===== src/inc/pck_defs.svh =====
// Constants for the payload cipher framing and keying engine
`ifndef PCK_DEFS_SVH
`define PCK_DEFS_SVH

// ==========================================================
// Cipher block sizes and header lengths, in octets
`define PCK_AES_BLOCK 5'h10
`define PCK_DES_BLOCK 5'h08
`define PCK_AES_IV_LEN 5'h10
`define PCK_DES_IV_LEN 5'h08
`define PCK_CTR_HDR_LEN 5'h08

// ==========================================================
// Counter block fields
`define PCK_MASTER_RESET 64'h0000_0000_0000_0000
`define PCK_MASTER_LAST 64'hFFFF_FFFF_FFFF_FFFF
`define PCK_MASTER_STEP 64'h0000_0000_0000_0001
`define PCK_BLK_FIRST 32'h0000_0001
`define PCK_BLK_STEP 32'h0000_0001
`define PCK_CTR_MAX_LEN 36'hF_FFFF_FFF0

// ==========================================================
// Padding byte sequence
`define PCK_PAD_FIRST 8'h01
`define PCK_PAD_STEP 8'h01

// ==========================================================
// Keyed-hash suffix tags and section index
`define PCK_TAG_COOKIE 8'h01
`define PCK_TAG_KEY 8'h02
`define PCK_TAG_QUICK 8'h03
`define PCK_TAG_DELIV 8'h04
`define PCK_TAG_NONE 8'h00
`define PCK_SECTION_ONE 8'h01
`define PCK_SECTION_NONE 8'h00

`endif


===== src/inc/pck_pkg.sv =====
// Types shared by the payload cipher framing and keying engine
package pck_pkg;

    // ======================================================
    // Key exchange kinds
    typedef enum logic [1:0] {
        KX_FULL = 2'h0,
        KX_COOKIE = 2'h1,
        KX_DELIVERED = 2'h2
    } pck_kx_kind_t;

    // ======================================================
    // Requests to the external keyed-hash core
    typedef enum logic [2:0] {
        OP_NONE = 3'h0,
        OP_AUTH = 3'h1,
        OP_TEMP_FULL = 3'h2,
        OP_TEMP_COOKIE = 3'h3,
        OP_TEMP_DELIV = 3'h4,
        OP_SECTION = 3'h5
    } pck_hash_op_t;

    // ======================================================
    // Key exchange sequencer
    typedef enum logic [2:0] {
        ST_IDLE = 3'h0,
        ST_AUTH = 3'h1,
        ST_TEMP = 3'h2,
        ST_COOKIE = 3'h3,
        ST_KEY = 3'h4
    } pck_kx_state_t;

endpackage


===== src/design/pck_engine.sv =====
// Payload cipher framing (chaining/counter) and session key derivation engine
//
// What this block does
// - Chaining or counter mode chosen per context.
// - 128-bit chaining uses fresh 16-byte random IV.
// - IV sent clear, ahead of the ciphertext.
// - 64-bit legacy chaining uses all-zero IV.
// - Counter block: nonce, master counter, block counter.
// - Nonce arrives with key, constant per key.
// - Master counter cleared on new session key.
// - Master counter increments once per unit.
// - Master counter sent clear ahead of ciphertext.
// - Block counter starts one, steps per keystream block.
// - No counter block reuse under one key.
// - Refuse counter units above the length limit.
// - Padding bytes count upward from one.
// - Aligned plaintext still gets a full pad block.
// - Pad to 16 or 8 octets by cipher.
// - Counter mode adds no padding.
// - Auth is keyed hash of cookie over nonces.
// - Full exchange temp from shared secret hash.
// - New cookie from temp with tag one.
// - Key sections from temp with tag two.
// - Quick exchange temp keyed by cookie, tag three.
// - Full exchange message order controller then terminal.
// - Keyed hash is HMAC-SHA1, 20-byte digest.
// - Integers serialised big-endian, zero-padded high.
`include "pck_defs.svh"

module pck_engine (
    // Clock and reset
    input wire logic i_core_clk,
    input wire logic i_reset_n,
    // Security context
    input wire logic i_ctx_ctr,
    input wire logic i_ctx_aes,
    input wire logic i_new_key,
    input wire logic [31:0] i_key_nonce,
    // Unit framing
    input wire logic i_unit_start,
    input wire logic [35:0] i_unit_len,
    input wire logic [127:0] i_rand_iv,
    output logic o_unit_accept,
    output logic o_unit_reject,
    output logic [127:0] o_prefix,
    output logic [4:0] o_prefix_len,
    output logic [4:0] o_pad_len,
    // Keystream counter
    input wire logic i_ks_next,
    output logic [127:0] o_ctr_block,
    // Padding byte stream
    input wire logic i_pad_ready,
    output logic o_pad_valid,
    output logic [7:0] o_pad_byte,
    // Receive-side pad strip
    input wire logic i_strip_req,
    input wire logic [7:0] i_last_byte,
    output logic [7:0] o_strip_len,
    output logic o_strip_bad,
    // Key exchange control
    input wire logic i_kx_start,
    input wire logic [1:0] i_kx_kind,
    input wire logic i_kx_new_cookie,
    input wire logic [127:0] i_enc_key,
    output logic o_kx_done,
    output logic [159:0] o_auth,
    output logic [159:0] o_new_cookie,
    output logic o_cookie_valid,
    output logic [127:0] o_session_key,
    // Keyed-hash core
    input wire logic i_hash_done,
    input wire logic [159:0] i_hash_digest,
    output logic o_hash_req,
    output logic [2:0] o_hash_op,
    output logic [7:0] o_hash_tag,
    output logic [7:0] o_hash_idx,
    output logic [159:0] o_hash_temp
);

    // ======================================================
    // Framing state
    logic [31:0] nonce, next_nonce;
    logic [63:0] master, next_master;
    logic [31:0] blk, next_blk;
    logic key_spent, next_key_spent;
    logic next_unit_accept, next_unit_reject;
    logic [127:0] next_prefix, next_ctr_block;
    logic [4:0] next_prefix_len, next_pad_len;
    logic next_pad_valid;
    logic [7:0] next_pad_byte;
    logic [7:0] next_strip_len;
    logic next_strip_bad;
    logic unit_ok;

    // Refuse while pad bytes still drain, so units never interleave
    assign unit_ok = !o_pad_valid
        && !(i_ctx_ctr && (key_spent || i_unit_len > `PCK_CTR_MAX_LEN));

    always_comb begin
        next_nonce = nonce;
        next_master = master;
        next_blk = blk;
        next_key_spent = key_spent;
        next_unit_accept = 1'b0;
        next_unit_reject = 1'b0;
        next_prefix = o_prefix;
        next_prefix_len = o_prefix_len;
        next_pad_len = o_pad_len;
        next_pad_valid = o_pad_valid;
        next_pad_byte = o_pad_byte;
        next_strip_len = o_strip_len;
        next_strip_bad = o_strip_bad;
        if (i_new_key) begin
            next_nonce = i_key_nonce;
            next_master = `PCK_MASTER_RESET;
            next_key_spent = 1'b0;
        end else if (i_unit_start && unit_ok) begin
            next_unit_accept = 1'b1;
            if (i_ctx_ctr) begin
                next_prefix = {master, 64'h0};
                next_prefix_len = `PCK_CTR_HDR_LEN;
                next_pad_len = 5'h00;
                next_blk = `PCK_BLK_FIRST;
                next_master = master + `PCK_MASTER_STEP;
                next_key_spent = (master == `PCK_MASTER_LAST);
            end else begin
                next_pad_valid = 1'b1;
                next_pad_byte = `PCK_PAD_FIRST;
                if (i_ctx_aes) begin
                    next_prefix = i_rand_iv;
                    next_prefix_len = `PCK_AES_IV_LEN;
                    next_pad_len = `PCK_AES_BLOCK - {1'b0, i_unit_len[3:0]};
                end else begin
                    next_prefix = 128'h0;
                    next_prefix_len = `PCK_DES_IV_LEN;
                    next_pad_len = `PCK_DES_BLOCK - {2'b0, i_unit_len[2:0]};
                end
            end
        end else if (i_unit_start) begin
            next_unit_reject = 1'b1;
        end
        if (i_ks_next && !(i_unit_start && unit_ok)) begin
            next_blk = blk + `PCK_BLK_STEP;
        end
        if (o_pad_valid && i_pad_ready) begin
            if (o_pad_byte == {3'b0, o_pad_len}) begin
                next_pad_valid = 1'b0;
            end else begin
                next_pad_byte = o_pad_byte + `PCK_PAD_STEP;
            end
        end
        if (i_strip_req) begin
            // Pad length can never exceed one block of the active cipher
            next_strip_len = i_last_byte;
            next_strip_bad = (i_last_byte == 8'h00)
                || (i_last_byte > {3'b0, i_ctx_aes ? `PCK_AES_BLOCK : `PCK_DES_BLOCK});
        end
        // Keystream must use the master value sent in the header, not the stepped one
        next_ctr_block = {next_nonce, next_prefix[127:64], next_blk};
    end

    always_ff @(posedge i_core_clk or negedge i_reset_n) begin
        if (!i_reset_n) begin
            nonce <= 32'h0;
            master <= `PCK_MASTER_RESET;
            blk <= `PCK_BLK_FIRST;
            key_spent <= 1'b0;
            o_unit_accept <= 1'b0;
            o_unit_reject <= 1'b0;
            o_prefix <= 128'h0;
            o_prefix_len <= 5'h00;
            o_pad_len <= 5'h00;
            o_pad_valid <= 1'b0;
            o_pad_byte <= 8'h00;
            o_strip_len <= 8'h00;
            o_strip_bad <= 1'b0;
            o_ctr_block <= 128'h0;
        end else begin
            nonce <= next_nonce;
            master <= next_master;
            blk <= next_blk;
            key_spent <= next_key_spent;
            o_unit_accept <= next_unit_accept;
            o_unit_reject <= next_unit_reject;
            o_prefix <= next_prefix;
            o_prefix_len <= next_prefix_len;
            o_pad_len <= next_pad_len;
            o_pad_valid <= next_pad_valid;
            o_pad_byte <= next_pad_byte;
            o_strip_len <= next_strip_len;
            o_strip_bad <= next_strip_bad;
            o_ctr_block <= next_ctr_block;
        end
    end

    // ======================================================
    // Key exchange sequencer
    pck_pkg::pck_kx_state_t state, next_state;
    pck_pkg::pck_kx_kind_t kind, next_kind;
    logic upd, next_upd;
    logic next_hash_req, next_kx_done, next_cookie_valid;
    logic [2:0] next_hash_op;
    logic [7:0] next_hash_tag, next_hash_idx;
    logic [159:0] next_hash_temp, next_auth, next_new_cookie;
    logic [127:0] next_session_key, key_raw;

    // Leading bytes of section one; legacy key keeps eight bytes high
    assign key_raw = (i_hash_digest[159:32] ^ (kind == pck_pkg::KX_DELIVERED ? i_enc_key : 128'h0))
        & (i_ctx_aes ? {128{1'b1}} : {{64{1'b1}}, 64'h0});

    always_comb begin
        next_state = state;
        next_kind = kind;
        next_upd = upd;
        next_hash_req = o_hash_req;
        next_hash_op = o_hash_op;
        next_hash_tag = o_hash_tag;
        next_hash_idx = o_hash_idx;
        next_hash_temp = o_hash_temp;
        next_auth = o_auth;
        next_new_cookie = o_new_cookie;
        next_session_key = o_session_key;
        next_kx_done = 1'b0;
        next_cookie_valid = 1'b0;
        unique case (state)
            pck_pkg::ST_IDLE: begin
                if (i_kx_start) begin
                    next_kind = pck_pkg::pck_kx_kind_t'(i_kx_kind);
                    next_upd = i_kx_new_cookie && (i_kx_kind == pck_pkg::KX_FULL);
                    next_state = pck_pkg::ST_AUTH;
                    next_hash_req = 1'b1;
                    next_hash_op = pck_pkg::OP_AUTH;
                    next_hash_tag = `PCK_TAG_NONE;
                    next_hash_idx = `PCK_SECTION_NONE;
                end
            end
            pck_pkg::ST_AUTH: begin
                if (i_hash_done) begin
                    next_auth = i_hash_digest;
                    next_state = pck_pkg::ST_TEMP;
                    unique case (kind)
                        pck_pkg::KX_FULL: begin
                            next_hash_op = pck_pkg::OP_TEMP_FULL;
                        end
                        pck_pkg::KX_COOKIE: begin
                            next_hash_op = pck_pkg::OP_TEMP_COOKIE;
                            next_hash_tag = `PCK_TAG_QUICK;
                        end
                        default: begin
                            next_hash_op = pck_pkg::OP_TEMP_DELIV;
                            next_hash_tag = `PCK_TAG_DELIV;
                        end
                    endcase
                end
            end
            pck_pkg::ST_TEMP: begin
                if (i_hash_done) begin
                    next_hash_temp = i_hash_digest;
                    next_hash_op = pck_pkg::OP_SECTION;
                    next_hash_idx = `PCK_SECTION_ONE;
                    next_state = upd ? pck_pkg::ST_COOKIE : pck_pkg::ST_KEY;
                    next_hash_tag = upd ? `PCK_TAG_COOKIE : `PCK_TAG_KEY;
                end
            end
            pck_pkg::ST_COOKIE: begin
                if (i_hash_done) begin
                    // One 20-byte section covers the whole cookie
                    next_new_cookie = i_hash_digest;
                    next_cookie_valid = 1'b1;
                    next_hash_tag = `PCK_TAG_KEY;
                    next_state = pck_pkg::ST_KEY;
                end
            end
            pck_pkg::ST_KEY: begin
                if (i_hash_done) begin
                    next_session_key = key_raw;
                    next_kx_done = 1'b1;
                    next_hash_req = 1'b0;
                    next_hash_op = pck_pkg::OP_NONE;
                    next_hash_tag = `PCK_TAG_NONE;
                    next_hash_idx = `PCK_SECTION_NONE;
                    next_state = pck_pkg::ST_IDLE;
                end
            end
            default: begin
                next_state = pck_pkg::ST_IDLE;
                next_hash_req = 1'b0;
            end
        endcase
    end

    always_ff @(posedge i_core_clk or negedge i_reset_n) begin
        if (!i_reset_n) begin
            state <= pck_pkg::ST_IDLE;
            kind <= pck_pkg::KX_FULL;
            upd <= 1'b0;
            o_hash_req <= 1'b0;
            o_hash_op <= pck_pkg::OP_NONE;
            o_hash_tag <= `PCK_TAG_NONE;
            o_hash_idx <= `PCK_SECTION_NONE;
            o_hash_temp <= 160'h0;
            o_auth <= 160'h0;
            o_new_cookie <= 160'h0;
            o_session_key <= 128'h0;
            o_kx_done <= 1'b0;
            o_cookie_valid <= 1'b0;
        end else begin
            state <= next_state;
            kind <= next_kind;
            upd <= next_upd;
            o_hash_req <= next_hash_req;
            o_hash_op <= next_hash_op;
            o_hash_tag <= next_hash_tag;
            o_hash_idx <= next_hash_idx;
            o_hash_temp <= next_hash_temp;
            o_auth <= next_auth;
            o_new_cookie <= next_new_cookie;
            o_session_key <= next_session_key;
            o_kx_done <= next_kx_done;
            o_cookie_valid <= next_cookie_valid;
        end
    end
endmodule // pck_engine


===== config.mk =====
export PLATFORM = sky130hd
export DESIGN_NAME = pck_engine
export DESIGN_NICKNAME = d
export VERILOG_FILES = /design/src/inc/pck_pkg.sv /design/src/design/pck_engine.sv
export VERILOG_INCLUDE_DIRS = /design/src /design/src/inc
export SDC_FILE = /design/constraint.sdc
export NUM_CORES = 2
export LEC_CHECK = 0
export BUFFER_PORTS_ARGS = -buffer_cell sky130_fd_sc_hd__buf_2
export CAP_MARGIN = 5
export CORE_AREA = 2 2 551 553
export CTS_CLUSTER_DIAMETER = 60
export CTS_CLUSTER_SIZE = 8
export DETAILED_ROUTE_END_ITERATION = 10
export DIE_AREA = 0 0 553 555
export SYNTH_ARGS = -nofsm -noshare
export SYNTH_HDL_FRONTEND = slang
export SYNTH_SLANG_ARGS = --single-unit

===== constraint.sdc =====
create_clock -name i_core_clk -period 2.3 [get_ports i_core_clk]
set_input_delay 0.23 -clock i_core_clk [delete_from_list [all_inputs] [get_ports i_core_clk]]
set_output_delay 0.23 -clock i_core_clk [all_outputs]
set_load 0.005 [all_outputs]

==> Flow_metrics.wiki <==
{| class="wikitable"
! Metric !! Value
|-
| Result of the run || finished clean
|-
| Area of the mapped netlist || 0.0390 mm^2
|-
| Worst slew margin relative to its limit || 46.3%
|-
| Clock root cell || clkbuf_16
|-
| CTS tree || yes
|-
| Maximum vdd ir drop || 758 uV
|-
| Number of optimization iterations in the first detailed-route pass || 5
|-
| Number of distinct standard cells referenced by the synthesized netlist || 62
|-
| Worst Hold Class || in -> reg
|-
| Area of placed instances || 0.0519 mm^2
|-
| Critical setup path kind || reg -> reg
|-
| Pin slew with the least headroom to its limit || 805 ps
|-
| Required time of the worst setup path || 2990 ps
|-
| Cell count after synthesis || 3424
|-
| Top fanout value on the critical path || 24
|-
| Die Width || 553 um
|-
| Placer's final routability congestion estimate || 0.945
|-
| Proportion of netlist area held by the largest area contributor || 58.3%
|-
| Most numerous cell in the Yosys netlist || dfrtp_1
|-
| Hold Slack || 44.3 ps
|-
| Number of buffers on the longest clock path || 4
|-
| Core box area || 0.301 mm^2
|-
| Portion of total power attributed to combinational logic || 35.8%
|-
| Time the final worst path needs with I/O delays and setup || 2210 ps
|-
| DP Wirelength || 184 mm
|-
| Share of flip-flops with an asynchronous set or reset || 100%
|-
| Nets || 5932
|-
| Mean cell area of the mapped netlist || 11.4 um^2
|-
| Total power || 72.4 mW
|-
| Net switching power || 26.9 mW
|-
| Fraction of layout cells with a size suffix above 1 || 42.4%
|-
| Initial standard-cell utilization of the core || 12.9%
|-
| PwrDens || 1180 mW/mm^2
|-
| Via count normalized by instance count || 3.80
|-
| Number of remaining DRC errors || 0
|-
| CP Data Arrival Time || 2890 ps
|-
| Area of all placed cells without fillers || 0.0615 mm^2
|-
| DR WL/cell || 24.3 um
|-
| Number of top-level design ports || 1422
|-
| Setup violators final || 0
|-
| Final instance count without filler cells || 9480
|-
| Clock-pin slew reported for the worst setup and hold paths after clock tree synthesis || 50 ps
|-
| Count of max-cap constraint violations || 0
|-
| Vias in the first global route || 36500
|-
| Synth area leaders || dfrtp_1 (58%), mux2_2 (13%), nand2_1 (7.6%)
|-
| Type of element capturing the critical path || flop
|-
| First-pass GRT wire length || 308 mm
|-
| Maximum number of pins on one net before global-route repair || 102
|-
| Clock net sink count || 909
|-
| Most frequent cells after synthesis || dfrtp_1 (908), nand2_1 (790), mux2_2 (436)
|-
| Sum of routed wire length over all layers || 230 mm
|-
| Static leakage || 29.0 nW
|-
| Ratio of final minimum period to clock period || 95.9%
|-
| Total via count after detailed routing || 36100
|-
| Switching share of power || 37.2%
|-
| Total track usage || 14.4%
|-
| Total of buffers placed on input and output ports || 1406
|-
| Max Clock Freq || 453 MHz
|-
| Sort of element at the start of the critical path || flop
|-
| Cell Int Power || 45.5 mW
|-
| Number of pins exceeding their max-slew limit in the final report || 0
|-
| Y dimension of the die || 555 um
|-
| Register bit total from synthesis || 909
|-
| Site Rows || 202
|-
| Number of antenna violations at the first check in global routing || 50
|-
| Dominant synthesized flop cell || dfrtp_1
|-
| Die ar. || 0.307 mm^2
|-
| Setup repair after global routing missed its margin || no
|-
| Cell count after placement || 8749
|-
| Clk_skew || 58.7 ps
|-
| Portion of total power attributed to sequential cells || 35.2%
|-
| Post-synth EDFFs || 0
|-
| DRT antenna net count || 0
|-
| Hold Vio Cnt, Final || 0
|-
| Global route total overflow || 0
|-
| Warnings from Yosys || 0
|-
| Sequential share of the synthesized area || 58.4%
|-
| Clock buffers created by TritonCTS || 153
|-
| Area overhead of the layout relative to synthesis || 57.7%
|-
| Part of the power in the clock network || 29.0%
|-
| Insertion delay to the later sink of the worst-skew pair || 810 ps
|-
| Number of DRC markers after the initial detailed-route iteration || 2682
|-
| Number of filler instances in the final layout || 32800
|-
| Library cell with the largest summed area after synthesis || dfrtp_1
|-
| # H-tree levels || 4
|}
kinds of logic after synthesis:
kind of cell / after synthesis / synth area share (%)
AND/OR/NAND/NOR: 1091 / 12.5
flip-flops: 909 / 58.4
AO/OA/AOI/OAI: 500 / 8.76
multiplexers: 441 / 12.7
buffers and inverters: 341 / 4.46
XOR/XNOR: 135 / 3.03
adder cells (fa/ha/maj): 6 / 0.193
other: 1 / 0.00962
worst max-delay path, cell delays in order, from the launching register on:
cell and delay, ps:
dfrtp_2 420, nor2b_4 240, buf_12 210, buf_12 210
nand2_1 80, xor2_1 140, dlygate4sd3_1 570, o21ai_0 150
final timing paths:
check | slack [ps] | from | end | cells after the start
max in group asynchronous | 1310 | i_reset_n | o_strip_len[1]$_DFFE_PN0P_ | 4
worst min-delay path | 40 | i_new_key | key_spent$_DFFE_PN0P_ | 3
worst max register to register | 90 | kind[1]$_DFFE_PN0P_ | o_session_key[64]$_DFFE_PN0P_ | 7
min in group asynchronous | 280 | i_reset_n | o_new_cookie[34]$_DFFE_PN0P_ | 3
worst min register to register | 470 | o_new_cookie[141]$_DFFE_PN0P_ | o_new_cookie[141]$_DFFE_PN0P_ | 2
worst max-delay path | 90 | kind[1]$_DFFE_PN0P_ | o_session_key[64]$_DFFE_PN0P_ | 7
stage by stage:
step	worst slack, ps	TNS [ps]	utilization [%]
finish	93.6	0	20.4
global route	5.23	0	20.4
CTS	34.7	0	20.4
detailed placement	-184	-13760	17.2
global placement	-92.1	-7070	17.2
floorplan	114	0	-
layer usage:
metal  wire length (um)  part of all wire (%)  GRT usage, %  vias up
met4              12900                   5.6          7.06        6
met5                 34                 0.015             0        -
met2              99700                    43          21.9     1995
met3              29100                    13          7.07      488
li1                   -                     -             -    15800
met1              88500                    38          16.6    17800
cell usage in the layout, fill, tap and decap left out, drive strengths merged, types with 22 or more instances in the layout:
| cell type | instances |
|---|---|
| a21oi | 85 |
| a221o | 25 |
| a22o | 135 |
| buf | 1652 |
| clkbuf | 182 |
| dfrtp | 908 |
| diode | 23 |
| dlygate4sd3 | 489 |
| inv | 32 |
| mux2 | 436 |
| nand2 | 790 |
| nand3 | 51 |
| nand4 | 47 |
| nor2 | 36 |
| nor3 | 22 |
| o21ai | 156 |
| o31ai | 57 |
| or4 | 58 |
| xor2 | 133 |
state kept, by name (all words and copies together), names as in the netlist, 32 cells and up:
signal and cells:
o_prefix 64, o_new_cookie 160, o_auth 160, nonce 32
o_ctr_block 66, master 64, o_hash_temp 160, o_session_key 128
area by class of cell:
class	count	area, um^2	share of cell area [%]
inverter	26	106	0.173
multi-input combinational	2188	14700	23.8
antenna	23	57.6	0.0936
tap	3978	4980	8.10
timing repair buffer	2142	14500	23.5
clock inverter	33	430	0.700
sequential	909	22700	37.0
clock buffer	181	4040	6.57
what timing repair did:
item | CTS | global route
endpoints found under the setup margin | 0 | 106
buffers inserted | 0 | 3
gates resized for setup | 0 | 9
hold endpoints to repair | 1286 | 0
hold buffers | 490 | 0
power groups by stage:
| stage | Sequential (mW) | Combinational [mW] | Clock (mW) |
|---|---|---|---|
| floorplan | 25.6 | 9.17 | 0 |
| global placement | 25.3 | 25.2 | 0 |
| detailed placement | 25.5 | 25.3 | 0 |
| CTS | 25.4 | 26.2 | 21.7 |
| global route | 26.2 | 28.1 | 22.2 |
| finish | 25.5 | 25.9 | 21.0 |
No activity file was read; power rests on OpenSTA's default activity.
